File: src/logic/hspr_defs.svh
/*
 * constants for the host pin routing block: widths, pin counts, shift
 * lengths and reset values.
 * assumes it is included by bare name from every design file except the synchroniser.
 */
// Behaviour
// (RULE_01) share select 1 puts both slaves on one bus
// (RULE_02) standalone select 1 emulates state machine internally
// (RULE_03) undriven standalone select means host mode
// (RULE_04) interrupt output for process data interface
// (RULE_05) io block irq high when event pending
// (RULE_06) stop low forces outputs safe
// (RULE_07) stop stays latched until host clears
// (RULE_08) other party drives stop high normally
// (RULE_09) watchdog alive 0 expired, 1 running
// (RULE_10) watchdog kick flag 1 when triggered
// (RULE_11) frame start flag 1 on frame start
// (RULE_12) frame end flag 1 on frame end
// (RULE_13) run and error indicators active high
// (RULE_14) per port activity outputs active high
// (RULE_15) two timing pulse outputs to host
// (RULE_16) two time capture inputs, low if unused
// (RULE_17) second spi slave controls io block
// (RULE_18) sixteen two way general io pins
// (RULE_19) selects active low, idle slave releases dout
// (RULE_20) select straps sampled once after reset
`ifndef HSPR_DEFS_SVH
`define HSPR_DEFS_SVH

`define HSPR_GPIO_W     16
`define HSPR_SPI_W      8
`define HSPR_CNT_W      3
`define HSPR_CNT_LAST   3'h7
`define HSPR_CNT_ZERO   3'h0
`define HSPR_BYTE_ZERO  8'h00
`define HSPR_GPIO_ZERO  16'h0000
`define HSPR_STRAP_HOST 1'b0
`define HSPR_STRAP_SEP  1'b0

`endif

File: src/logic/hspr_pkg.sv
/*
 * types shared by the host pin routing block.
 * assumes hspr_defs.svh is visible on the include path.
 */
`include "hspr_defs.svh"
package hspr_pkg;
	// strap capture state
	typedef enum logic [1:0] {HSPR_ST_RESET, HSPR_ST_FILL, HSPR_ST_CAPTURE,
		HSPR_ST_RUN} hspr_strap_e;
	// general io word
	typedef logic [`HSPR_GPIO_W-1:0] hspr_gpio_t;
	// spi byte
	typedef logic [`HSPR_SPI_W-1:0] hspr_byte_t;
endpackage : hspr_pkg

File: src/logic/hspr_sync.sv
/*
 * two flip-flop synchroniser bank for pins from outside the clock domain.
 * assumes asynchronous active-low reset and a single system clock.
 */
`timescale 1ns/10ps
module hspr_sync #(
	parameter int W = 1
) (
	// clock and reset
	input  wire logic         i_sys_clk,
	input  wire logic         i_rstn,
	// data
	input  wire logic [W-1:0] i_async,
	output logic      [W-1:0] o_sync
);
	logic [W-1:0] meta;  // first stage, read only by the second

	// two stage capture
	always_ff @(posedge i_sys_clk or negedge i_rstn)
	begin
		if (!i_rstn)
		begin
			meta   <= '0;
			o_sync <= '0;
		end
		else
		begin
			meta   <= i_async;
			o_sync <= meta;
		end
	end
endmodule : hspr_sync

File: src/logic/hspr_spi_slave.sv
/*
 * spi mode 0 byte slave, msb first, clocked from the system clock by
 * sampling already synchronised serial clock, select and data.
 * assumes inputs come from hspr_sync; select is active low.
 */
`timescale 1ns/10ps
`include "hspr_defs.svh"
module hspr_spi_slave
	import hspr_pkg::*;
(
	// clock and reset
	input  wire logic               i_sys_clk,
	input  wire logic               i_rstn,
	// synchronised serial pins
	input  wire logic               i_sel_n,
	input  wire logic               i_sclk,
	input  wire logic               i_din,
	// byte side
	input  wire hspr_pkg::hspr_byte_t i_tx_byte,
	output hspr_pkg::hspr_byte_t    o_rx_byte,
	output logic                    o_rx_valid,
	output logic                    o_dout,
	output logic                    o_dout_oe
);
	logic                   sclk_d;  // previous serial clock
	logic [`HSPR_CNT_W-1:0] cnt;     // bit count within byte
	hspr_byte_t             shift_in;
	hspr_byte_t             shift_out;
	wire rise = i_sclk & ~sclk_d & ~i_sel_n;
	wire fall = ~i_sclk & sclk_d & ~i_sel_n;

	// shift on edges, reload when deselected
	always_ff @(posedge i_sys_clk or negedge i_rstn)
	begin
		if (!i_rstn)
		begin
			sclk_d     <= 1'b0;
			cnt        <= `HSPR_CNT_ZERO;
			shift_in   <= `HSPR_BYTE_ZERO;
			shift_out  <= `HSPR_BYTE_ZERO;
			o_rx_byte  <= `HSPR_BYTE_ZERO;
			o_rx_valid <= 1'b0;
			o_dout     <= 1'b0;
			o_dout_oe  <= 1'b0;
		end
		else
		begin
			sclk_d     <= i_sclk;
			o_rx_valid <= 1'b0;
			o_dout_oe  <= ~i_sel_n;  // released when deselected [RULE_19]
			if (i_sel_n)
			begin
				cnt       <= `HSPR_CNT_ZERO;
				shift_out <= i_tx_byte;
				o_dout    <= i_tx_byte[`HSPR_SPI_W-1];
			end
			else if (rise)
			begin
				shift_in <= {shift_in[`HSPR_SPI_W-2:0], i_din};
				cnt      <= cnt + 1'b1;
				if (cnt == `HSPR_CNT_LAST)
				begin
					o_rx_byte  <= {shift_in[`HSPR_SPI_W-2:0], i_din};
					o_rx_valid <= 1'b1;
				end
			end
			else if (fall)
			begin
				// next bit out; reload at byte boundary
				if (cnt == `HSPR_CNT_ZERO)
				begin
					shift_out <= i_tx_byte;
					o_dout    <= i_tx_byte[`HSPR_SPI_W-1];
				end
				else
				begin
					shift_out <= {shift_out[`HSPR_SPI_W-2:0], 1'b0};
					o_dout    <= shift_out[`HSPR_SPI_W-2];
				end
			end
		end
	end
endmodule : hspr_spi_slave

File: src/logic/hspr_pin_routing.sv
/*
 * host-facing pin logic: routes the process-data and io-control spi slaves
 * over separate or shared buses, captures straps, latches the emergency
 * stop, and registers every status and indicator output.
 * assumes a 100 MHz system clock, all pins asynchronous to it, and that
 * the internal functions behind each output arrive as same-clock inputs.
 */
`timescale 1ns/10ps
`include "hspr_defs.svh"
module hspr_pin_routing
	import hspr_pkg::*;
(
	// clock and reset
	input  wire logic                 i_sys_clk,
	input  wire logic                 i_rstn,
	// strap pins
	input  wire logic                 i_bus_share_select,
	input  wire logic                 i_standalone_select,
	// process data spi pins
	input  wire logic                 i_host_link_select_n,
	input  wire logic                 i_host_link_sclk,
	input  wire logic                 i_host_link_din,
	output logic                      o_host_link_dout,
	output logic                      o_host_link_dout_oe,
	// io control spi pins
	input  wire logic                 i_io_ctrl_select_n,
	input  wire logic                 i_io_ctrl_sclk,
	input  wire logic                 i_io_ctrl_din,
	output logic                      o_io_ctrl_dout,
	output logic                      o_io_ctrl_dout_oe,
	// byte side of both slaves
	input  wire hspr_pkg::hspr_byte_t i_pd_tx_byte,
	output hspr_pkg::hspr_byte_t      o_pd_rx_byte,
	output logic                      o_pd_rx_valid,
	input  wire hspr_pkg::hspr_byte_t i_io_tx_byte,
	output hspr_pkg::hspr_byte_t      o_io_rx_byte,
	output logic                      o_io_rx_valid,
	// mode status
	output logic                      o_shared_mode,
	output logic                      o_standalone_mode,
	// emergency stop
	input  wire logic                 i_emergency_stop_n,
	input  wire logic                 i_stop_clear,
	output logic                      o_stop_latched,
	// internal events to pins
	input  wire logic                 i_pd_irq_req,
	input  wire logic                 i_io_event_pending,
	input  wire logic                 i_wd_expired,
	input  wire logic                 i_wd_kick,
	input  wire logic                 i_frame_start,
	input  wire logic                 i_frame_end,
	input  wire logic                 i_run,
	input  wire logic                 i_error,
	input  wire logic                 i_in_activity,
	input  wire logic                 i_out_activity,
	input  wire logic                 i_timing_pulse0,
	input  wire logic                 i_timing_pulse1,
	output logic                      o_host_link_irq,
	output logic                      o_io_block_irq,
	output logic                      o_watchdog_alive,
	output logic                      o_watchdog_kick_flag,
	output logic                      o_frame_start_flag,
	output logic                      o_frame_end_flag,
	output logic                      o_run_indicator,
	output logic                      o_error_indicator,
	output logic                      o_port_in_activity,
	output logic                      o_port_out_activity,
	output logic                      o_timing_pulse_out0,
	output logic                      o_timing_pulse_out1,
	// time capture pins
	input  wire logic                 i_time_capture_in0,
	input  wire logic                 i_time_capture_in1,
	output logic                      o_time_capture0,
	output logic                      o_time_capture1,
	// general low voltage io
	input  wire hspr_pkg::hspr_gpio_t i_gp_lv_io,
	input  wire hspr_pkg::hspr_gpio_t i_gp_out,
	input  wire hspr_pkg::hspr_gpio_t i_gp_dir,
	input  wire hspr_pkg::hspr_gpio_t i_gp_safe,
	output hspr_pkg::hspr_gpio_t      o_gp_lv_io,
	output hspr_pkg::hspr_gpio_t      o_gp_lv_io_oe,
	output hspr_pkg::hspr_gpio_t      o_gp_in
);
	////////////////////////////////////////////////////////////////////////
	// synchronisers for every outside pin

	localparam int NSYNC = 11;
	logic [NSYNC-1:0] pin_raw;  // raw pin bundle
	logic [NSYNC-1:0] pin_s;    // synchronised bundle
	hspr_gpio_t       gp_s;     // synchronised general io

	// selects enter inverted so a synchroniser held in reset reads as deselected
	assign pin_raw = {i_bus_share_select, i_standalone_select, ~i_host_link_select_n,
		i_host_link_sclk, i_host_link_din, ~i_io_ctrl_select_n, i_io_ctrl_sclk,
		i_io_ctrl_din, i_emergency_stop_n, i_time_capture_in0, i_time_capture_in1};

	hspr_sync #(.W(NSYNC)) u_pin_sync (
		.i_sys_clk (i_sys_clk),
		.i_rstn    (i_rstn),
		.i_async   (pin_raw),
		.o_sync    (pin_s)
	);

	hspr_sync #(.W(`HSPR_GPIO_W)) u_gp_sync (
		.i_sys_clk (i_sys_clk),
		.i_rstn    (i_rstn),
		.i_async   (i_gp_lv_io),
		.o_sync    (gp_s)
	);

	// named views of the bundle
	wire share_s   = pin_s[10];
	wire alone_s   = pin_s[9];
	wire pd_sel_n  = ~pin_s[8];
	wire pd_sclk   = pin_s[7];
	wire pd_din    = pin_s[6];
	wire io_sel_n  = ~pin_s[5];
	wire io_sclk_p = pin_s[4];
	wire io_din_p  = pin_s[3];
	wire estop_n   = pin_s[2];
	wire cap0_s    = pin_s[1];
	wire cap1_s    = pin_s[0];

	////////////////////////////////////////////////////////////////////////
	// strap capture after reset release

	hspr_strap_e state;  // capture sequencer
	logic        shared; // held bus share mode
	logic        alone;  // held standalone mode

	// one capture once synchronisers have filled
	always_ff @(posedge i_sys_clk or negedge i_rstn)
	begin
		if (!i_rstn)
		begin
			state  <= HSPR_ST_RESET;
			shared <= `HSPR_STRAP_SEP;
			alone  <= `HSPR_STRAP_HOST;  // pulled-down default is host mode [RULE_03]
		end
		else
		begin
			case (state)
				HSPR_ST_RESET:   state <= HSPR_ST_FILL;
				// second stage still shows its reset value here
				HSPR_ST_FILL:    state <= HSPR_ST_CAPTURE;
				HSPR_ST_CAPTURE:
				begin
					shared <= share_s;  // captured once, held after [RULE_20]
					alone  <= alone_s;
					state  <= HSPR_ST_RUN;
				end
				default:         state <= HSPR_ST_RUN;
			endcase
		end
	end

	////////////////////////////////////////////////////////////////////////
	// spi routing

	wire io_sclk = shared ? pd_sclk : io_sclk_p;  // shared bus uses pd lines [RULE_01]
	wire io_din  = shared ? pd_din : io_din_p;
	wire pd_sel_eff = pd_sel_n | alone;  // standalone disables host pd slave [RULE_02]

	logic pd_dout;
	logic pd_oe;
	logic io_dout;
	logic io_oe;

	hspr_spi_slave u_pd_spi (
		.i_sys_clk  (i_sys_clk),
		.i_rstn     (i_rstn),
		.i_sel_n    (pd_sel_eff),
		.i_sclk     (pd_sclk),
		.i_din      (pd_din),
		.i_tx_byte  (i_pd_tx_byte),
		.o_rx_byte  (o_pd_rx_byte),
		.o_rx_valid (o_pd_rx_valid),
		.o_dout     (pd_dout),
		.o_dout_oe  (pd_oe)
	);

	// io control slave [RULE_17]
	hspr_spi_slave u_io_spi (
		.i_sys_clk  (i_sys_clk),
		.i_rstn     (i_rstn),
		.i_sel_n    (io_sel_n),
		.i_sclk     (io_sclk),
		.i_din      (io_din),
		.i_tx_byte  (i_io_tx_byte),
		.o_rx_byte  (o_io_rx_byte),
		.o_rx_valid (o_io_rx_valid),
		.o_dout     (io_dout),
		.o_dout_oe  (io_oe)
	);

	// shared mode: io slave answers on pd data-out line [RULE_01] [RULE_19]
	wire next_pd_dout = (shared && io_oe) ? io_dout : pd_dout;
	wire next_pd_oe   = pd_oe | (shared & io_oe);
	wire next_io_dout = shared ? 1'b0 : io_dout;
	wire next_io_oe   = shared ? 1'b0 : io_oe;

	////////////////////////////////////////////////////////////////////////
	// emergency stop latch

	logic stop;  // latched stop event
	// set wins over clear; low input keeps it set [RULE_07]
	wire next_stop = ~estop_n | (stop & ~i_stop_clear);

	////////////////////////////////////////////////////////////////////////
	// general io drive, per pin

	hspr_gpio_t next_gp_out;
	genvar g;
	generate
		for (g = 0; g < `HSPR_GPIO_W; g++)
		begin : g_gp
			// safe value while stopped [RULE_06] [RULE_18]
			assign next_gp_out[g] = next_stop ? i_gp_safe[g] : i_gp_out[g];
		end
	endgenerate

	////////////////////////////////////////////////////////////////////////
	// output registers

	always_ff @(posedge i_sys_clk or negedge i_rstn)
	begin
		if (!i_rstn)
		begin
			stop                 <= 1'b1;
			o_stop_latched       <= 1'b1;
			o_host_link_dout     <= 1'b0;
			o_host_link_dout_oe  <= 1'b0;
			o_io_ctrl_dout       <= 1'b0;
			o_io_ctrl_dout_oe    <= 1'b0;
			o_shared_mode        <= 1'b0;
			o_standalone_mode    <= 1'b0;
			o_host_link_irq      <= 1'b0;
			o_io_block_irq       <= 1'b0;
			o_watchdog_alive     <= 1'b0;
			o_watchdog_kick_flag <= 1'b0;
			o_frame_start_flag   <= 1'b0;
			o_frame_end_flag     <= 1'b0;
			o_run_indicator      <= 1'b0;
			o_error_indicator    <= 1'b0;
			o_port_in_activity   <= 1'b0;
			o_port_out_activity  <= 1'b0;
			o_timing_pulse_out0  <= 1'b0;
			o_timing_pulse_out1  <= 1'b0;
			o_time_capture0      <= 1'b0;
			o_time_capture1      <= 1'b0;
			o_gp_lv_io           <= `HSPR_GPIO_ZERO;
			o_gp_lv_io_oe        <= `HSPR_GPIO_ZERO;
			o_gp_in              <= `HSPR_GPIO_ZERO;
		end
		else
		begin
			stop                 <= next_stop;             // [RULE_06] [RULE_07]
			o_stop_latched       <= next_stop;
			o_host_link_dout     <= next_pd_dout;          // [RULE_19]
			o_host_link_dout_oe  <= next_pd_oe;
			o_io_ctrl_dout       <= next_io_dout;
			o_io_ctrl_dout_oe    <= next_io_oe;
			o_shared_mode        <= shared;                // [RULE_01]
			o_standalone_mode    <= alone;                 // [RULE_02]
			o_host_link_irq      <= i_pd_irq_req;          // [RULE_04]
			o_io_block_irq       <= i_io_event_pending;    // [RULE_05]
			o_watchdog_alive     <= ~i_wd_expired;         // [RULE_09]
			o_watchdog_kick_flag <= i_wd_kick;             // [RULE_10]
			o_frame_start_flag   <= i_frame_start;         // [RULE_11]
			o_frame_end_flag     <= i_frame_end;           // [RULE_12]
			o_run_indicator      <= i_run;                 // [RULE_13]
			o_error_indicator    <= i_error;               // [RULE_13]
			o_port_in_activity   <= i_in_activity;         // [RULE_14]
			o_port_out_activity  <= i_out_activity;        // [RULE_14]
			o_timing_pulse_out0  <= i_timing_pulse0;       // [RULE_15]
			o_timing_pulse_out1  <= i_timing_pulse1;       // [RULE_15]
			o_time_capture0      <= cap0_s;                // [RULE_16]
			o_time_capture1      <= cap1_s;                // [RULE_16]
			o_gp_lv_io           <= next_gp_out;           // [RULE_18]
			o_gp_lv_io_oe        <= i_gp_dir;
			o_gp_in              <= gp_s;
		end
	end

	////////////////////////////////////////////////////////////////////////
	// checks

	stop_holds_a : assert property (@(posedge i_sys_clk) disable iff (!i_rstn) // [RULE_07]
		(stop && !i_stop_clear) |=> stop)
		else $error("stop latch released without clear");

	stop_sets_a : assert property (@(posedge i_sys_clk) disable iff (!i_rstn) // [RULE_06]
		!estop_n |=> (stop && o_gp_lv_io == $past(i_gp_safe)))
		else $error("stop low did not force safe outputs");

	wd_alive_a : assert property (@(posedge i_sys_clk) disable iff (!i_rstn) // [RULE_09]
		i_wd_expired |=> !o_watchdog_alive)
		else $error("watchdog alive while expired");

	irq_follow_a : assert property (@(posedge i_sys_clk) disable iff (!i_rstn) // [RULE_05]
		i_io_event_pending |=> o_io_block_irq)
		else $error("io irq not raised");

	strap_hold_a : assert property (@(posedge i_sys_clk) disable iff (!i_rstn) // [RULE_20]
		(state == HSPR_ST_RUN) |=> $stable(shared) && $stable(alone))
		else $error("strap changed after capture");

	shared_route_a : assert property (@(posedge i_sys_clk) disable iff (!i_rstn) // [RULE_01]
		shared |=> !o_io_ctrl_dout_oe)
		else $error("io dout driven in shared mode");

	idle_release_a : assert property (@(posedge i_sys_clk) disable iff (!i_rstn) // [RULE_19]
		(pd_sel_eff && io_sel_n) |-> ##2 !o_host_link_dout_oe)
		else $error("dout driven while deselected");

	alone_mute_a : assert property (@(posedge i_sys_clk) disable iff (!i_rstn) // [RULE_02]
		alone |-> !o_pd_rx_valid)
		else $error("pd slave active in standalone");

endmodule : hspr_pin_routing

File: config.mk
export PLATFORM = sky130hd
export DESIGN_NAME = hspr_pin_routing
export DESIGN_NICKNAME = d
export VERILOG_FILES = /design/src/logic/hspr_pkg.sv /design/src/logic/hspr_sync.sv /design/src/logic/hspr_spi_slave.sv /design/src/logic/hspr_pin_routing.sv
export VERILOG_INCLUDE_DIRS = /design/src /design/src/logic
export SDC_FILE = /design/constraint.sdc
export NUM_CORES = 1
export LEC_CHECK = 0
export ABC_AREA = 1
export BUFFER_PORTS_ARGS = -buffer_cell sky130_fd_sc_hd__clkbuf_2
export CELL_PAD_IN_SITES_DETAIL_PLACEMENT = 0
export CELL_PAD_IN_SITES_GLOBAL_PLACEMENT = 1
export CORE_ASPECT_RATIO = 0.9
export CORE_UTILIZATION = 25
export CTS_CLUSTER_SIZE = 30
export DETAILED_ROUTE_END_ITERATION = 8
export PLACE_DENSITY_LB_ADDON = 0.1
export SKIP_LAST_GASP = 1
export SLEW_MARGIN = 10
export SYNTH_ARGS = -nofsm -noshare
export SYNTH_HDL_FRONTEND = slang
export SYNTH_HIERARCHICAL = 1
export SYNTH_SLANG_ARGS = --single-unit
File: constraint.sdc
create_clock -name i_sys_clk -period 2 [get_ports i_sys_clk]
set_input_delay 0.4 -clock i_sys_clk [delete_from_list [all_inputs] [get_ports i_sys_clk]]
set_output_delay 0.4 -clock i_sys_clk [all_outputs]
set_load 0.005 [all_outputs]
==> summary.md <==
| Metric | Value |
|---|---|
| CP delay by family, top | `flip-flops` |
| Max-slew headroom | `0.713` |
| Async S/R FF share, synth | `1.00` |
| WL final | `~13000 µm` |
| Part of the cycle the worst path needs | `0.758` |
| Final-report max-slew violation count | `0` |
| Wire per inst | `~12 µm` |
| CP Launch Type | `flop` |
| Initial cell density of the core | `0.254` |
| GR Overflow Total | `0` |
| Layout cells sized above 1 | `0.328` |
| Synth top area share | `0.749` |
| Routability cong. | `0.691` |
| DRC errors left | `0` |
| CP max FO | `2` |
| Synth Area per Inst | `11.7 µm²` |
| Initial antenna violation count | `0` |
| Sequential area share after synthesis | `0.754` |
| Status | `finished clean` |
| Initial DRC Count | `187` |
| CTS Buf Count | `17` |
| Total die area | `about 25000 µm²` |
| Pin count of the biggest net entering global routing | `46` |
| Final hold slack | `a little over 0.07 ns` |
| Pin slew with the least headroom to its limit | `~0.43 ns` |
| Cell Area, Placed | `between 7000 and 8000 µm²` |
| Gr usage total | `0.107` |
| Leakage | `4.45 nW` |
| Post-CTS Setup Inserts | `0` |
| Die Y | `~150 µm` |
| Largest stage delay, worst path | `0.57 ns` |
| Clk buf depth | `2` |
| Clk Latency, worst-skew pair | `0.42 ns` |
| Die Width | `around 170 µm` |
| Max-cap violations | `0` |
| Top-count cell post-synth | `dfrtp_1` |
| Fin area | `between 8000 and 9000 µm²` |
| Vias in the first global route | `4288` |
| Detailed placer's ending HPWL | `approximately 9000 µm` |
| CTS Hold Buffers Added | `1` |
| Crit-path slowest cell | `dfstp_2` |
| Post-synth top flop | `dfrtp_1` |
| CP Capture Type | `primary output` |
| Seq cells post-synth | `about 190` |
| First drt pass iteration count | `4` |
| Global-route wire length before repair | `around 21000 µm` |
| Final Setup Violations | `0` |
| Area growth, synth to finish | `32.4%` |
| CTS Root Cell | `clkbuf_16` |
| PD cells | `roughly 1000 nW/µm²` |
| CORE AREA | `24200 µm²` |
| Final Critical Period | `about 1.5 ns` |
| Critical Path, Cell by Cell | `clkbuf_2` |
| Maximum resistive drop on vdd | `between 600 and 700 µV` |
| Setup TNS | `0 ns` |
| Arrival time of the worst setup path | `1.12 ns` |
| Final Hold Viols | `0` |
| Clock sink total | `between 150 and 200` |
| Synth unique cells | `17` |
| # IOs | `around 190` |
| Vias per std cell | `between 3 and 4` |
| Cell Area, Synth | `a little over 6000 µm²` |
| HP Class | `input pin to flop` |
| Cell row count | `54` |
| EDFF count, synth | `0` |
| Antenna Nets Post-Route | `0` |
| Antenna diodes | `0` |
| Top post-synthesis cells by count | `dfrtp_1, nand2_1, nand3_1, inv_1` |
| Post-synth top area cell | `dfrtp_1` |
| Post_cts resized | `0` |
| Via Count | `about 4100` |
| Nets | `roughly 850` |
| Buf/Inv on CP | `1` |
| Syn_nets | `between 600 and 700` |
| Htree depth | `4` |
| Clock skew | `between 0.01 and 0.015 ns` |
| Fmax | `between 600 and 700 MHz` |
| Cells after Synth | `about 520` |
| Clock slew at reported path FFs | `about 0.080 ns` |
| PortBufs | `around 190` |
| Yosys warnings | `6` |
| RSZ-0062 raised after global routing | `false` |
| Crit Path Class | `flop to primary output` |
| WP data required | `roughly 1.6 ns` |
| Top post-synthesis cells by area | `dfrtp_1, nand2_1, nand3_1` |
| CTS tree | `yes` |
[registers in the layout, summed over array words and instances, names as in the netlist, 2 cells and up]
name                flops
o_gp_lv_io_oe          16
u_io_spi/cnt            3
u_pd_spi/cnt            3
u_pd_spi/o_rx_byte      8
o_gp_lv_io             16
state                   2
u_gp_sync/meta         16
u_pin_sync/meta        11
u_io_spi/o_rx_byte      8
u_pd_spi/shift_in       7
u_pin_sync/o_sync      11
u_io_spi/shift_out      7
u_gp_sync/o_sync       16
u_io_spi/shift_in       7
o_gp_in                16
u_pd_spi/shift_out      7
[path summary, 6_finish.rpt]
path,cells after the start,slack (ns),to,start
setup / recovery,1,0.48,o_stop_latched,stop$_DFF_PN1_
setup reg to reg,6,0.49,u_io_spi/o_rx_byte[6]$_DFFE_PN0P_,shared$_DFFE_PN0N_
hold reg to reg,0,0.35,u_gp_sync/o_sync[8]$_DFF_PN0_,u_gp_sync/meta[8]$_DFF_PN0_
hold / removal,1,0.07,u_gp_sync/meta[5]$_DFF_PN0_,i_gp_lv_io[5]
max in group asynchronous,3,0.87,u_io_spi/cnt[2]$_DFFE_PN0P_,i_rstn
min in group asynchronous,2,0.46,o_time_capture1$_DFF_PN0_,i_rstn
[routing by layer]
layer | wire length [µm] | up-vias | GRT usage | part of all wire
met5 | 0 | - | 0 | 0
met4 | 132 | 0 | 0.0376 | 0.010
met3 | 914 | 12 | 0.0394 | 0.073
met2 | 5960 | 131 | 0.172 | 0.47
met1 | 5600 | 1928 | 0.132 | 0.44
li1 | - | 2035 | - | -
[stage by stage]
step	util	setup slack, ns	power (W)	cells
after detailed placement	0.311	0.498	0.00478	1024
final	0.336	0.485	0.00803	1057
after CTS	0.336	0.451	0.00823	1057
after global routing	0.336	0.301	0.00848	1057
after global placement	0.311	0.534	0.00477	1024
after floorplan	-	0.505	0.00440	523
[final cells by class]
cell class,count,area (µm²)
multi-input cells,272,1210
well taps,308,385
fillers,2505,16100
flip-flops and latches,185,4630
inverters,57,214
clock inverters,14,170
repair buffers,203,1090
clock buffers,18,429
[layout by cell type, fill, tap and decap left out]
cell	count
o21ai_0	5
inv_12	1
buf_12	3
inv_1	53
ha_1	6
inv_2	4
nand2_1	181
clkinv_8	5
clkbuf_1	1
clkbuf_8	1
dfstp_2	1
clkinv_4	2
nand2_2	4
dlygate4sd3_1	1
clkbuf_2	191
buf_4	7
nor2_1	6
nand3_1	64
nand2_4	2
inv_8	1
nor3_4	2
inv_6	5
dfrtp_1	184
o21ai_1	2
clkbuf_16	17
[power by group]
group | internal, W | total [W] | switching (W) | leakage (nW)
Clock | 0.00170 | 0.00334 | 0.00165 | 0.289
Combinational | 0.000244 | 0.000568 | 0.000324 | 1.92
Sequential | 0.00399 | 0.00412 | 0.000125 | 2.24
[cell families after synthesis]
family,synth area share
AO/OA/AOI/OAI,0.00570
adder cells (fa/ha/maj),0.0122
buffers and inverters,0.0491
flip-flops,0.754
AND/OR/NAND/NOR,0.179
No activity file was read; power rests on OpenSTA's default activity.
